===== src/design/qenc_consts.svh =====
// Purpose: constants shared by both ends of the encoder channel link
// Assumes: one channel per controller; four are instanced by the system
// Notes: Contract list below
`ifndef QENC_CONSTS_SVH
`define QENC_CONSTS_SVH
`define CMD_READ_COUNT_BIT   0
`define CMD_READ_CAPTURE_BIT 1
`define CMD_LOAD_COUNT_BIT   2
`define CMD_ARM_CAPTURE_BIT  3
`define CTRL_EXEC_NIBBLE     4'h1
`define STAT_VALID_BIT       5
`define STAT_COMPL_BIT       6
`define COUNT_RESET          24'h000000
// master register offsets (APB byte addresses)
`define REG_CTRL    12'h000
`define REG_CMD     12'h004
`define REG_LOAD    12'h008
`define REG_STATUS  12'h00C
`define REG_DATA    12'h010
`define REG_ERR     32'hDEADBEEF
`endif


===== src/design/qenc_pkg.sv =====
// Purpose: types for the encoder channel link
// Assumes: nothing
// Notes: none
package qenc_pkg;
  typedef enum logic [1:0] {EVAL_X1, EVAL_X2, EVAL_X4, EVAL_UNDEF} eval_type;
  typedef enum {M_IDLE, M_SEND, M_WAIT} mstate_type;
  typedef struct packed {
    logic [23:0] count;
    logic [23:0] capture;
    logic        armed;
    logic        valid;
    logic [1:0]  ab_prev;
    logic [1:0]  c_prev;
    logic        rsp_valid;
    logic [7:0]  rsp_b0;
    logic [7:0]  rsp_b1;
    logic [7:0]  rsp_b2;
    logic [7:0]  rsp_b3;
  } dev_state_type;
  typedef struct packed {
    mstate_type  st;
    logic        req;
    logic [7:0]  ctrl;
    logic [7:0]  cmd;
    logic [23:0] load;
    logic [31:0] rsp;
    logic        busy;
    logic        pready;
    logic [31:0] prdata;
    logic        pslverr;
  } mst_state_type;
endpackage


===== src/design/qenc_link_if.sv =====
// Purpose: telegram link between ring master and one channel
// Assumes: one clock; req is a one-cycle pulse, rsp_valid one cycle
// Notes: ctrl is the telegram control byte
`timescale 1ns/1ps
interface qenc_link_if (input wire logic SYS_CLK);
  logic        req;
  logic [7:0]  ctrl;
  logic [7:0]  byte0;
  logic [7:0]  byte1;
  logic [7:0]  byte2;
  logic [7:0]  byte3;
  logic        rsp_valid;
  logic [7:0]  rsp_byte0;
  logic [7:0]  rsp_byte1;
  logic [7:0]  rsp_byte2;
  logic [7:0]  rsp_byte3;
  modport master (output req, ctrl, byte0, byte1, byte2, byte3,
                  input rsp_valid, rsp_byte0, rsp_byte1, rsp_byte2, rsp_byte3);
  modport device (input req, ctrl, byte0, byte1, byte2, byte3,
                  output rsp_valid, rsp_byte0, rsp_byte1, rsp_byte2, rsp_byte3);
endinterface


===== src/design/qenc_channel.sv =====
// Purpose: one encoder channel controller (device end)
// Assumes: tracks synchronous to SYS_CLK; four instances form the module
// Notes: response given one cycle after the telegram
`timescale 1ns/1ps
`include "qenc_consts.svh"
module qenc_channel (
  // clock and reset
  input  wire logic       SYS_CLK,
  input  wire logic       RESET_N,
  // link
  qenc_link_if.device     LINK,
  // encoder tracks, true and inverted
  input  wire logic       TRACK_A,
  input  wire logic       TRACK_B,
  input  wire logic       TRACK_C,
  input  wire logic       TRACK_A_INV,
  input  wire logic       TRACK_B_INV,
  input  wire logic       TRACK_C_INV,
  // straps and control
  input  wire logic [1:0] EVAL_STRAP,
  input  wire logic       COMPL_STRAP,
  input  wire logic [2:0] FILTER_CFG,
  input  wire logic       COUNT_DISABLE
);
  qenc_pkg::dev_state_type s_q;
  qenc_pkg::dev_state_type s_d;
  logic [1:0] ab_now;
  logic       c_now;
  logic       step;
  logic       up;
  logic       exec_ok;
  logic [7:0] status;
  logic [23:0] rd_word;

  ////////////////////////////////////////////////////////////////////////////
  // track qualification: complementary pair must disagree to count
  always_comb
  begin
    if (COMPL_STRAP)
    begin
      ab_now = {TRACK_A & ~TRACK_A_INV, TRACK_B & ~TRACK_B_INV};
      c_now  = TRACK_C & ~TRACK_C_INV;
    end
    else
    begin
      ab_now = {TRACK_A, TRACK_B};
      c_now  = TRACK_C;
    end
  end

  qenc_decoder u_dec (
    .ab_prev   (s_q.ab_prev),
    .ab_now    (ab_now),
    .eval_mode (EVAL_STRAP),
    .step      (step),
    .up        (up)
  );

  ////////////////////////////////////////////////////////////////////////////
  always_comb
  begin
    exec_ok = LINK.ctrl[7:4] == `CTRL_EXEC_NIBBLE;
    status  = {1'b0, COMPL_STRAP, s_q.valid, FILTER_CFG, EVAL_STRAP};
    rd_word = 24'h000000;
    s_d = s_q;
    s_d.ab_prev   = ab_now;
    s_d.c_prev    = {s_q.c_prev[0], c_now};
    s_d.rsp_valid = 1'b0;
    if (step && !COUNT_DISABLE)
    begin
      s_d.count = up ? s_q.count + 24'h000001 : s_q.count - 24'h000001;
    end
    // first rising zero impulse while armed
    if (s_q.armed && c_now && !s_q.c_prev[0])
    begin
      s_d.capture = s_q.count;
      s_d.armed   = 1'b0;
      s_d.valid   = 1'b1;
    end
    if (LINK.req) // bits 7:4 unused
    begin
      if (LINK.byte0[`CMD_LOAD_COUNT_BIT] && exec_ok)
      begin
        s_d.count = {LINK.byte3, LINK.byte2, LINK.byte1};
      end
      if (LINK.byte0[`CMD_ARM_CAPTURE_BIT] && exec_ok)
      begin
        s_d.armed = 1'b1;
        s_d.valid = 1'b0;
      end
      case (LINK.byte0[1:0])
        2'h1:    rd_word = s_q.count;
        2'h2:    rd_word = s_q.capture;
        default: rd_word = 24'h000000;
      endcase
      s_d.rsp_valid = 1'b1;
      s_d.rsp_b0    = status;
      s_d.rsp_b1    = rd_word[7:0];
      s_d.rsp_b2    = rd_word[15:8];
      s_d.rsp_b3    = rd_word[23:16];
    end
  end

  always_ff @(posedge SYS_CLK)
  begin
    if (!RESET_N)
    begin
      s_q <= '0;
    end
    else
    begin
      s_q <= s_d;
    end
  end

  assign LINK.rsp_valid = s_q.rsp_valid;
  assign LINK.rsp_byte0 = s_q.rsp_b0;
  assign LINK.rsp_byte1 = s_q.rsp_b1;
  assign LINK.rsp_byte2 = s_q.rsp_b2;
  assign LINK.rsp_byte3 = s_q.rsp_b3;
endmodule // qenc_channel


===== src/design/qenc_decoder.sv =====
// Purpose: quadrature step decode with 1x/2x/4x evaluation
// Assumes: inputs already sampled in the clock domain
// Notes: combinational; step is one-cycle per counted edge
`timescale 1ns/1ps
`include "qenc_consts.svh"
module qenc_decoder (
  // tracks
  input  wire logic [1:0] ab_prev,
  input  wire logic [1:0] ab_now,
  input  wire logic [1:0] eval_mode,
  // result
  output logic            step,
  output logic            up
);
  logic a_rise;
  logic a_fall;
  logic b_edge;
  always_comb
  begin
    a_rise = ab_now[1] & ~ab_prev[1];
    a_fall = ~ab_now[1] & ab_prev[1];
    b_edge = ab_now[0] ^ ab_prev[0];
    // direction: A leading B counts up
    up     = (a_rise | a_fall) ? (ab_now[1] ^ ab_now[0]) : ~(ab_now[1] ^ ab_now[0]);
    case (qenc_pkg::eval_type'(eval_mode))
      // x1 counts once per cycle: an A edge while B is low
      qenc_pkg::EVAL_X1: step = (a_rise | a_fall) & ~ab_now[0];
      qenc_pkg::EVAL_X2: step = a_rise | a_fall;
      qenc_pkg::EVAL_X4: step = a_rise | a_fall | b_edge;
      default:           step = 1'b0;
    endcase
  end
endmodule // qenc_decoder


===== src/flat_wrapper.sv =====
// flat-port wrapper written by rule: the top's interface ports become plain ports
module qenc_channel_flat 
  (SYS_CLK, RESET_N, TRACK_A, TRACK_B, TRACK_C, TRACK_A_INV, TRACK_B_INV, TRACK_C_INV, EVAL_STRAP, COMPL_STRAP, FILTER_CFG, COUNT_DISABLE, LINK_req, LINK_ctrl, LINK_byte0, LINK_byte1, LINK_byte2, LINK_byte3, LINK_rsp_valid, LINK_rsp_byte0, LINK_rsp_byte1, LINK_rsp_byte2, LINK_rsp_byte3);
  qenc_link_if LINK_i (.SYS_CLK(SYS_CLK));
  input  wire logic SYS_CLK;
  input  wire logic RESET_N;
  input  wire logic TRACK_A;
  input  wire logic TRACK_B;
  input  wire logic TRACK_C;
  input  wire logic TRACK_A_INV;
  input  wire logic TRACK_B_INV;
  input  wire logic TRACK_C_INV;
  input  wire logic [1:0] EVAL_STRAP;
  input  wire logic COMPL_STRAP;
  input  wire logic [2:0] FILTER_CFG;
  input  wire logic COUNT_DISABLE;
  input wire logic [$bits(LINK_i.req)-1:0] LINK_req;
  input wire logic [$bits(LINK_i.ctrl)-1:0] LINK_ctrl;
  input wire logic [$bits(LINK_i.byte0)-1:0] LINK_byte0;
  input wire logic [$bits(LINK_i.byte1)-1:0] LINK_byte1;
  input wire logic [$bits(LINK_i.byte2)-1:0] LINK_byte2;
  input wire logic [$bits(LINK_i.byte3)-1:0] LINK_byte3;
  output wire logic [$bits(LINK_i.rsp_valid)-1:0] LINK_rsp_valid;
  output wire logic [$bits(LINK_i.rsp_byte0)-1:0] LINK_rsp_byte0;
  output wire logic [$bits(LINK_i.rsp_byte1)-1:0] LINK_rsp_byte1;
  output wire logic [$bits(LINK_i.rsp_byte2)-1:0] LINK_rsp_byte2;
  output wire logic [$bits(LINK_i.rsp_byte3)-1:0] LINK_rsp_byte3;
  assign LINK_i.req = LINK_req;
  assign LINK_i.ctrl = LINK_ctrl;
  assign LINK_i.byte0 = LINK_byte0;
  assign LINK_i.byte1 = LINK_byte1;
  assign LINK_i.byte2 = LINK_byte2;
  assign LINK_i.byte3 = LINK_byte3;
  assign LINK_rsp_valid = LINK_i.rsp_valid;
  assign LINK_rsp_byte0 = LINK_i.rsp_byte0;
  assign LINK_rsp_byte1 = LINK_i.rsp_byte1;
  assign LINK_rsp_byte2 = LINK_i.rsp_byte2;
  assign LINK_rsp_byte3 = LINK_i.rsp_byte3;
  qenc_channel u_core (.SYS_CLK(SYS_CLK), .RESET_N(RESET_N), .LINK(LINK_i), .TRACK_A(TRACK_A), .TRACK_B(TRACK_B), .TRACK_C(TRACK_C), .TRACK_A_INV(TRACK_A_INV), .TRACK_B_INV(TRACK_B_INV), .TRACK_C_INV(TRACK_C_INV), .EVAL_STRAP(EVAL_STRAP), .COMPL_STRAP(COMPL_STRAP), .FILTER_CFG(FILTER_CFG), .COUNT_DISABLE(COUNT_DISABLE));
endmodule

===== config.mk =====
export PLATFORM = sky130hd
export DESIGN_NAME = qenc_channel_flat
export DESIGN_NICKNAME = d
export VERILOG_FILES = /design/src/design/qenc_pkg.sv /design/src/design/qenc_link_if.sv /design/src/design/qenc_channel.sv /design/src/design/qenc_decoder.sv /design/src/flat_wrapper.sv
export VERILOG_INCLUDE_DIRS = /design/src /design/src/design
export SDC_FILE = /design/constraint.sdc
export NUM_CORES = 1
export LEC_CHECK = 0
export ABC_CLOCK_PERIOD_IN_PS = 7500
export BUFFER_PORTS_ARGS = -buffer_cell sky130_fd_sc_hd__buf_4
export CAP_MARGIN = 40
export CORE_MARGIN = 2
export CORE_UTILIZATION = 35
export CTS_CLUSTER_DIAMETER = 40
export DETAILED_ROUTE_END_ITERATION = 8
export PLACE_DENSITY = 0.53
export SETUP_SLACK_MARGIN = 0.3
export SYNTH_ARGS = -nofsm -noshare
export SYNTH_HDL_FRONTEND = slang
export SYNTH_SLANG_ARGS = --single-unit

===== constraint.sdc =====
create_clock -name SYS_CLK -period 7.5 [get_ports SYS_CLK]
set_input_delay 0.375 -clock SYS_CLK [delete_from_list [all_inputs] [get_ports SYS_CLK]]
set_output_delay 0.375 -clock SYS_CLK [all_outputs]
set_load 0.05 [all_outputs]

==> flow_metrics.env, run 1 <==
export IMPL_status="finished, final reports clean"
export IMPL_min_period_over_period=0.401
export IMPL_finalSetupTns_ps=0
export IMPL_clk_pin_slew_worst_paths_ps=60
export IMPL_drive_gt1_frac=0.176
export IMPL_cts_tree="done"
export IMPL_hp_start="LINK_byte0[3]"
export IMPL_antenna_cells=0
export IMPL_ios=89
export IMPL_async_reset_ff_frac=0
export IMPL_max_slew_margin_rel=0.545
export IMPL_mostFrequentLayoutCells="85 x dfxtp_1, 82 x buf_4, 69 x nand2_1"
export IMPL_worst_pin_slew_ps=683
export IMPL_place_congestion=0.850
export IMPL_num_rows=42
export IMPL_synth_ff_type="dfxtp_1"
export IMPL_drv_max_cap_violation_count=0
export IMPL_vias=4185
export IMPL_rsz0062_at_grt="false"
export IMPL_crit_slowest_cell="nor4_1"
export IMPL_cp_arrival_ps=3220
export IMPL_drt_iter0_markers=387
export IMPL_cts_hold_buf=0
export IMPL_wire_per_inst_um=15.5
export IMPL_cp_startpoint="COMPL_STRAP"
export IMPL_htreeDepth=3
export IMPL_fin_cells=802
export IMPL_syn_area_um2=4770
export IMPL_yosysWarnings=0
export IMPL_clockBufferDepth=2
export IMPL_setup_slack_ps=4500
export IMPL_fin_nets=681
export IMPL_crit_path_max_incr_delay_ps=360
export IMPL_die_x_um=121
export IMPL_grt_pass1_vias=3911
export IMPL_clock_latency_ps=340
export IMPL_critPathMaxFanout=31
export IMPL_post_cts_resized=0
export IMPL_hpwl_um=8570
export IMPL_viasPerCell=5.22
export IMPL_dieArea_um2=14600
export IMPL_final_common_cell="dfxtp_1"
export IMPL_first_pass_iters=5
export IMPL_io_buffers=79
export IMPL_synth_edf_count=0
export IMPL_hold_path_class="input port to flop"
export IMPL_slew_viol_final=0
export IMPL_initial_core_util=0.359
export IMPL_highest_layer="met4"
export IMPL_cts_sinks=85
export IMPL_dieHeight_um=121
export IMPL_setup_viol=0
export IMPL_syn2layout_area_growth_pct=16.2
export IMPL_finalClockSkew_ps=7.68
export IMPL_p_leak_nw=2.00
export IMPL_clock_fmax_mhz=333
export IMPL_syn_inst=612
export IMPL_crit_chain="buf_4 > a21boi_2 > xnor2_2 > buf_4 > xnor2_1 > ha_1 > inv_1 > or2_1 > nor4_1 > nor2_1 > a211oi_1 > xnor2_1 > a21oi_1"
export IMPL_ys_seq_area_frac=0.357
export IMPL_hold_viol=0
export IMPL_postLayoutCoreUtil=0.417
export IMPL_grt_max_degree=85
export IMPL_p_per_area_nw_per_um2=218
export IMPL_wl_met1_um=6220
export IMPL_synth_net_count=671
export IMPL_grt_pass1_wl_um=20400
export IMPL_critPathCaptureType="flop"
export IMPL_seqCellArea_um2=1700
export IMPL_crit_path_start_kind="input port"
export IMPL_synth_avg_cell_area_um2=7.80
export IMPL_numCtsBuffers=9
export IMPL_min_period_ps=3000
export IMPL_core_um2=13300
export IMPL_cp_required_ps=7710
export IMPL_routed_wl_um=12400
export IMPL_grt_use_total=0.175
export IMPL_synth_seq_cells=85
export IMPL_drc_errors=0
export IMPL_max_vdd_ir_drop_mv=0.0986
export IMPL_route_met2_wl_um=5440
export IMPL_cts_root_buf="clkbuf_16"
export IMPL_dp_worst_setup_slack_ps=4180
export IMPL_yosysUniqueCellTypes=54
export IMPL_r2r_start="u_core.s_q[36]"
export IMPL_path_class="input port to flop"
export IMPL_multiInputGateArea_um2=2490
export IMPL_fillers=1369
export IMPL_dp_cells=787
export IMPL_grt_overflow=0
export IMPL_antenna_found_initial=0
export IMPL_ant_nets=0
export IMPL_wl_met3_um=576
export IMPL_post_cts_buffers=0
[path summary, 6_finish.rpt]
kind | to | slack [ps] | cells past startpoint
setup / recovery | u_core.s_q[81] | 4500 | 13
setup reg to reg | u_core.s_q[81] | 4530 | 11
hold reg to reg | u_core.s_q[44] | 470 | 2
hold / removal | u_core.s_q[37] | 210 | 2
[critical path: cells and delay by family]
kind                     cells  cell delay [ps]
AND/OR/NAND/NOR              3              750
AO/OA/AOI/OAI                3              700
buffers and inverters        3              540
XOR/XNOR                     3              490
adder cells (fa/ha/maj)      1              350
[per-stage QoR]
stage	hold WS, ps	cell area [um^2]	total power [mW]
after floorplan	444	4770	0.650
after global placement	451	5140	0.706
after detailed placement	458	5210	0.711
after CTS	205	5540	1.22
after global routing	214	5540	1.27
final	214	5540	1.21
[cells by family after synthesis]
logic type / Yosys count / synth area share
and+or+nand+nor: 226 / 0.246
AOI/OAI and AO/OA: 143 / 0.196
adders and majority gates: 3 / 0.00787
other: 1 / 0.000786
xor gates and xnor gates: 27 / 0.0496
DFF: 85 / 0.357
buffers and inverters: 117 / 0.122
muxes: 10 / 0.0210
[cell usage after synthesis (10+ instances only)]
master / number / area [um^2]
inv_1: 29 / 109
a22oi_1: 24 / 180
buf_2: 12 / 60.1
and2_1: 30 / 188
a21boi_0: 25 / 188
o22ai_1: 24 / 150
nor4_1: 11 / 68.8
o21ai_0: 17 / 85.1
nor2_1: 31 / 116
dfxtp_1: 85 / 1700
clkbuf_1: 40 / 150
mux2i_1: 10 / 100
nor3_1: 18 / 90.1
buf_4: 32 / 240
nand3_1: 20 / 100
a21oi_1: 24 / 120
nand2_1: 69 / 259
xnor2_1: 21 / 184
[sequential cells by signal, indices dropped and copies added (netlist names)]
| signal | count |
|---|---|
| u_core.LINK.rsp_valid | 1 |
| u_core.LINK.rsp_byte0 | 7 |
| u_core.s_d | 1 |
| u_core.s_q | 52 |
| u_core.LINK.rsp_byte3 | 8 |
| u_core.LINK.rsp_byte1 | 8 |
| u_core.LINK.rsp_byte2 | 8 |
[power breakdown]
part,leakage (nW),switching (mW),internal [mW]
registers,0.688,0.0356,0.466
clock network,0.156,0.181,0.324
logic,1.15,0.114,0.0863
total,2.00,0.331,0.876
[final cells by class]
class | count | share of cell area
Clock buffer | 11 | 0.0420
Sequential cell | 85 | 0.307
Timing Repair Buffer | 87 | 0.124
Clock inverter | 4 | 0.0176
Multi-Input combinational cell | 410 | 0.450
Tap cell | 176 | 0.0397
Inverter | 29 | 0.0196
[routing by layer]
layer / vias to the layer above / track usage
met2: 122 / 0.252
met3: 16 / 0.0283
met1: 1941 / 0.259
li1: 2106 / -
met5: - / 0
met4: 0 / 0.0690
Power figures use the tool's default switching activity.
==> inputs of run 2 (changes only) <==
--- a/config.mk
+++ b/config.mk
@@ -6,7 +6,7 @@
 export SDC_FILE = /design/constraint.sdc
 export NUM_CORES = 1
 export LEC_CHECK = 0
-export ABC_CLOCK_PERIOD_IN_PS = 7500
+export ABC_CLOCK_PERIOD_IN_PS = 2850
 export BUFFER_PORTS_ARGS = -buffer_cell sky130_fd_sc_hd__buf_4
 export CAP_MARGIN = 40
 export CORE_MARGIN = 2
==> constraint.sdc (replaced) <==
create_clock -name SYS_CLK -period 2.85 [get_ports SYS_CLK]
set_input_delay 0.1425 -clock SYS_CLK [delete_from_list [all_inputs] [get_ports SYS_CLK]]
set_output_delay 0.1425 -clock SYS_CLK [all_outputs]
set_load 0.05 [all_outputs]
==> run 2 against run 1 <==
Combinational power grew to 2.7 times the previous value. Sequential cell count is the same. Sequential power grew to 2.6 times the previous value. Highest routed layer unchanged.
==> flow_metrics.env, run 2 (synthesis results as in run 1) <==
export IMPL_first_pass_iters=4
export IMPL_min_period_over_period=0.854
export IMPL_slew_viol_final=0
export IMPL_dieArea_um2=14600
export IMPL_finalSetupTns_ps=0
export IMPL_status="finished, final reports clean"
export IMPL_grt_pass1_wl_um=20300
export IMPL_num_rows=42
export IMPL_r2r_end="u_core.s_q[84]"
export IMPL_wire_per_inst_um=15.6
export IMPL_ant_nets=0
export IMPL_r2r_start="u_core.s_q[78]"
export IMPL_top_usage_layer="met1"
export IMPL_rsz0062_at_grt="false"
export IMPL_antenna_found_initial=0
export IMPL_critPathMaxFanout=9
export IMPL_grt_overflow=0
export IMPL_io_buffers=79
export IMPL_hold_end="u_core.s_q[86]"
export IMPL_drc_errors=0
export IMPL_rr_worst_depth=7
export IMPL_rrSetupSlack_ps=420
export IMPL_dp_worst_setup_slack_ps=296
export IMPL_clockBufferDepth=2
export IMPL_routed_wl_um=12600
export IMPL_hold_path_class="input port to flop"
export IMPL_critPathCaptureType="flop"
export IMPL_switching_share=0.281
export IMPL_htreeDepth=3
export IMPL_viasPerCell=5.13
export IMPL_drt_iter0_markers=325
export IMPL_cp_arrival_ps=2670
export IMPL_antenna_cells=0
export IMPL_switchingPower_uw=877
export IMPL_hp_start="LINK_byte3[7]"
export IMPL_core_um2=13300
export IMPL_cts_root_buf="clkbuf_16"
export IMPL_p_leak_nw=2.02
export IMPL_crit_path_max_incr_delay_ps=460
export IMPL_fin_nets=686
export IMPL_setup_viol=0
export IMPL_holdPathStages=3
export IMPL_crit_path_start_kind="flop"
export IMPL_p_per_area_nw_per_um2=560
export IMPL_largest_register_ff_count=52
export IMPL_place_congestion=0.846
export IMPL_seq_power_share=0.419
export IMPL_fillers=1347
export IMPL_clock_fmax_mhz=411
export IMPL_largest_register="u_core.s_q"
export IMPL_path_class="flop to flop"
export IMPL_dieHeight_um=121
export IMPL_min_period_ps=2430
export IMPL_cts_sinks=85
export IMPL_crit_chain="or3_4 > or4_1 > mux2i_1 > o2111ai_1 > mux2i_1 > xnor2_1 > o21ai_1"
export IMPL_max_vdd_ir_drop_mv=0.218
export IMPL_cts_tree="done"
export IMPL_crit_top_cell="mux2i_1"
export IMPL_gr_usage_met1=0.262
export IMPL_ios=89
export IMPL_grt_util_met3=0.0259
export IMPL_mostFrequentLayoutCells="88 x buf_4, 85 x dfxtp_1, 69 x nand2_1"
export IMPL_final_common_cell="buf_4"
export IMPL_hpwl_um=8790
export IMPL_vias=4137
export IMPL_worst_pin_slew_ps=712
export IMPL_finalClockSkew_ps=7.32
export IMPL_p_clk_frac=0.404
export IMPL_grt_use_total=0.177
export IMPL_grt_pass1_vias=3843
export IMPL_clock_latency_ps=350
export IMPL_clk_pin_slew_worst_paths_ps=60
export IMPL_max_slew_margin_rel=0.526
export IMPL_crit_slowest_cell="or3_4"
export IMPL_setup_slack_ps=417
export IMPL_drive_gt1_frac=0.187
export IMPL_met2_usage=0.257
export IMPL_cp_required_ps=3080
export IMPL_drv_max_cap_violation_count=0
export IMPL_p_int_mw=2.25
export IMPL_syn2layout_area_growth_pct=16.9
export IMPL_numCtsBuffers=9
export IMPL_power_mw=3.12
export IMPL_initial_core_util=0.359
export IMPL_power_frac_comb=0.176
export IMPL_hold_viol=0
export IMPL_grt_max_degree=85
export IMPL_die_x_um=121
==> run 2: cell types whose count changed in the layout (fill, tap and decap cells not counted), moves of 2 or more <==
cell,change
buf_4,+6
buf_8,-2
nor4_1,-2
nor4_2,+2
==> run 2: through the flow <==
stage	utilization	hold slack (ps)	cell area, um^2	cells
floorplan	-	232	4800	612
global placement	0.391	333	5190	788
finish	0.420	20.3	5580	807
CTS	0.418	13.2	5560	807
global route	0.420	30.8	5580	807
detailed placement	0.394	341	5240	791
==> run 2: final cells by class <==
type	instances	area [um^2]	share of cell area
Multi-Input combinational cell	410	2520	0.452
Sequential cell	85	1700	0.305
Timing Repair Buffer	92	712	0.128
Clock buffer	11	243	0.0435
Tap cell	176	220	0.0395
Inverter	29	109	0.0195
Clock inverter	4	72.6	0.0130
==> run 2: worst max-delay path by stage <==
stage	start	end	slack, ps	cells after the start
3_3_place_gp	COMPL_STRAP	u_core.s_q[83]	330	12
5_1_grt	u_core.s_q[78]	u_core.s_q[84]	310	7
2_1_floorplan	u_core.s_q[36]	u_core.s_q[83]	310	13
4_1_cts	u_core.s_q[36]	u_core.s_q[83]	370	10
6_report	u_core.s_q[78]	u_core.s_q[84]	420	7
3_5_place_dp	COMPL_STRAP	u_core.s_q[83]	300	12
==> run 2: power by group through the flow <==
| stage | Clock [mW] | Sequential [mW] | Combinational, mW |
|---|---|---|---|
| floorplan | 0 | 1.27 | 0.444 |
| global placement | 0 | 1.33 | 0.536 |
| detailed placement | 0 | 1.33 | 0.543 |
| CTS | 1.29 | 1.31 | 0.549 |
| global route | 1.35 | 1.32 | 0.611 |
| finish | 1.26 | 1.31 | 0.551 |
==> run 2: critical path, delay by kind of cell, from the launching register on <==
family / cells / cell delay (ps)
flops: 1 / 430
mux: 2 / 570
simple gates: 2 / 880
xor+xnor: 1 / 140
compound gates: 2 / 300
==> run 2: per-layer routing <==
| layer | share of wire | vias to the layer above |
|---|---|---|
| met5 | 0 | - |
| met4 | 0.019 | 0 |
| met3 | 0.038 | 13 |
| met2 | 0.45 | 89 |
| met1 | 0.49 | 1917 |
| li1 | - | 2118 |
==> run 2: repair_timing <==
action | CTS | global route
setup buffers | 0 | 0
gates resized for setup | 0 | 3
endpoints found under the hold margin | 1 | 0
endpoints found under the setup margin | 0 | 3
hold buffers | 1 | 0
==> inputs of run 3 (changes only) <==
--- a/config.mk
+++ b/config.mk
@@ -6,14 +6,13 @@
 export SDC_FILE = /design/constraint.sdc
 export NUM_CORES = 1
 export LEC_CHECK = 0
-export ABC_CLOCK_PERIOD_IN_PS = 2850
+export ABC_CLOCK_PERIOD_IN_PS = 2000
 export BUFFER_PORTS_ARGS = -buffer_cell sky130_fd_sc_hd__buf_4
 export CAP_MARGIN = 40
 export CORE_MARGIN = 2
 export CORE_UTILIZATION = 35
 export CTS_CLUSTER_DIAMETER = 40
 export DETAILED_ROUTE_END_ITERATION = 8
-export PLACE_DENSITY = 0.53
 export SETUP_SLACK_MARGIN = 0.3
 export SYNTH_ARGS = -nofsm -noshare
 export SYNTH_HDL_FRONTEND = slang
==> constraint.sdc (replaced) <==
create_clock -name SYS_CLK -period 2 [get_ports SYS_CLK]
set_input_delay 0.1 -clock SYS_CLK [delete_from_list [all_inputs] [get_ports SYS_CLK]]
set_output_delay 0.1 -clock SYS_CLK [all_outputs]
set_load 0.05 [all_outputs]
==> run 3 against run 2 <==
The flow now finishes with violations (setup timing). Die area stayed put. Routed wire length increased by 7.7%. Via count increased by 8.9%. Critical endpoint is now u_core.s_q[83].
==> flow_metrics.env, run 3 (synthesis results as in run 1) <==
export IMPL_cts_tree="done"
export IMPL_syn2layout_area_growth_pct=37.1
export IMPL_power_mw=4.96
export IMPL_fin_nets=769
export IMPL_grt_use_total=0.193
export IMPL_slew_viol_final=0
export IMPL_place_congestion=0.922
export IMPL_finalSetupTns_ps=-895
export IMPL_clk_pin_slew_worst_paths_ps=60
export IMPL_clockBufferDepth=2
export IMPL_viasPerCell=5.06
export IMPL_routed_wl_um=13600
export IMPL_p_leak_nw=2.54
export IMPL_final_common_cell="buf_4"
export IMPL_mostFrequentLayoutCells="162 x buf_4, 78 x dfxtp_1, 68 x nand2_1"
export IMPL_finalClockSkew_ps=5.77
export IMPL_crit_path_start_kind="flop"
export IMPL_postPlaceCellArea_um2=5790
export IMPL_grt_max_degree=64
export IMPL_seqCellArea_um2=1720
export IMPL_power_frac_comb=0.256
export IMPL_max_slew_margin_rel=0.406
export IMPL_grt_pass1_wl_um=22200
export IMPL_ant_nets=0
export IMPL_crit_path_max_incr_delay_ps=350
export IMPL_min_period_over_period=1.09
export IMPL_io_buffers=79
export IMPL_violations="setup timing"
export IMPL_switching_share=0.289
export IMPL_setup_viol=10
export IMPL_hold_path_class="input port to flop"
export IMPL_worst_pin_slew_ps=891
export IMPL_status="finished, violations left"
export IMPL_antenna_cells=0
export IMPL_largest_register="u_core.s_q"
export IMPL_dieArea_um2=14600
export IMPL_grt_overflow=0
export IMPL_rsz0062_at_grt="true"
export IMPL_fin_area_um2=6540
export IMPL_initial_core_util=0.359
export IMPL_drv_max_cap_violation_count=0
export IMPL_postLayoutCoreUtil=0.492
export IMPL_setup_slack_ps=-187
export IMPL_cts_sinks=85
export IMPL_p_clk_frac=0.376
export IMPL_hold_viol=0
export IMPL_ios=89
export IMPL_dieHeight_um=121
export IMPL_max_vdd_ir_drop_mv=0.350
export IMPL_wire_per_inst_um=15.2
export IMPL_p_per_area_nw_per_um2=758
export IMPL_numCtsBuffers=9
export IMPL_multiInputGateArea_um2=2750
export IMPL_first_pass_iters=5
export IMPL_grt_pass1_vias=4343
export IMPL_htreeDepth=3
export IMPL_seq_power_share=0.368
export IMPL_hpwl_um=9570
export IMPL_cp_arrival_ps=2420
export IMPL_clock_latency_ps=350
export IMPL_cp_required_ps=2240
export IMPL_vias=4506
export IMPL_crit_slowest_cell="dfxtp_2"
export IMPL_drc_errors=0
export IMPL_critPathCaptureType="flop"
export IMPL_drive_gt1_frac=0.334
export IMPL_antenna_found_initial=0
export IMPL_switchingPower_mw=1.44
export IMPL_crit_chain="xnor2_4 > xnor2_2 > ha_2 > buf_4 > nor3_2 > nand4b_1 > nand2_1 > a222oi_1 > mux2i_1 > xnor2_1 > o21ai_1"
export IMPL_critPathMaxFanout=3
export IMPL_clock_fmax_mhz=457
export IMPL_path_class="flop to flop"
export IMPL_num_rows=42
export IMPL_min_period_ps=2190
export IMPL_p_int_mw=3.52
export IMPL_largest_register_ff_count=52
export IMPL_drt_iter0_markers=313
export IMPL_core_um2=13300
export IMPL_die_x_um=121
export IMPL_cts_root_buf="clkbuf_16"
export IMPL_fillers=1274
-- run 3: critical path: cells and delay by family, from the launching register on --
kind / cells / cell delay [ps]
and+or+nand+nor: 3 / 250
buffers and inverters: 1 / 120
adders and majority gates: 1 / 200
xor gates and xnor gates: 3 / 460
AOI/OAI and AO/OA: 2 / 410
DFF: 1 / 350
muxes: 1 / 270
-- run 3: timing repair --
action,4_1_cts,5_1_grt
hold endpoints to repair,7,0
setup endpoints to repair,24,24
gates cloned,2,0
hold buffers,7,0
pin swaps,14,9
buffers inserted,5,5
resized for setup,29,25
-- run 3: per-layer routing --
metal / share of wire / GRT usage / vias to the layer above / wire length (um)
li1: - / - / 2289 / -
met1: 0.49 / 0.268 / 2086 / 6610
met2: 0.45 / 0.295 / 114 / 6090
met3: 0.046 / 0.0368 / 17 / 627
met4: 0.019 / 0.0741 / 0 / 253
met5: 0 / 0 / - / 0
-- run 3: cell type report --
cell class | count | area share
inverters | 29 | 0.0166
multi-input cells | 410 | 0.421
clock inverters | 6 | 0.0143
flip-flops and latches | 85 | 0.263
well taps | 176 | 0.0337
repair buffers | 175 | 0.215
clock buffers | 10 | 0.0365
-- run 3: path summary, 6_finish.rpt --
check	start	end	slack, ps	cells past startpoint
min reg2reg	u_core.s_q[41]	u_core.s_q[41]	460	2
min	FILTER_CFG[2]	u_core.LINK.rsp_byte0[4]	10	3
max	u_core.s_q[36]	u_core.s_q[83]	-190	11
max reg2reg	u_core.s_q[36]	u_core.s_q[83]	-190	11
-- run 3: power groups by stage --
stage / Clock (mW) / Combinational (mW) / Sequential, mW
2_1_floorplan: 0 / 0.669 / 1.81
3_3_place_gp: 0 / 1.04 / 1.86
3_5_place_dp: 0 / 1.04 / 1.86
4_1_cts: 1.92 / 1.16 / 1.82
5_1_grt: 1.98 / 1.37 / 1.83
6_report: 1.87 / 1.27 / 1.82
-- run 3: through the flow --
| step | worst slack (ps) | instances | hold WS (ps) |
|---|---|---|---|
| after detailed placement | -332 | 856 | 287 |
| after floorplan | -440 | 612 | 190 |
| after global placement | -283 | 856 | 287 |
| final | -187 | 891 | 12.0 |
| after CTS | -208 | 886 | 0.698 |
| after global routing | -436 | 891 | 12.8 |
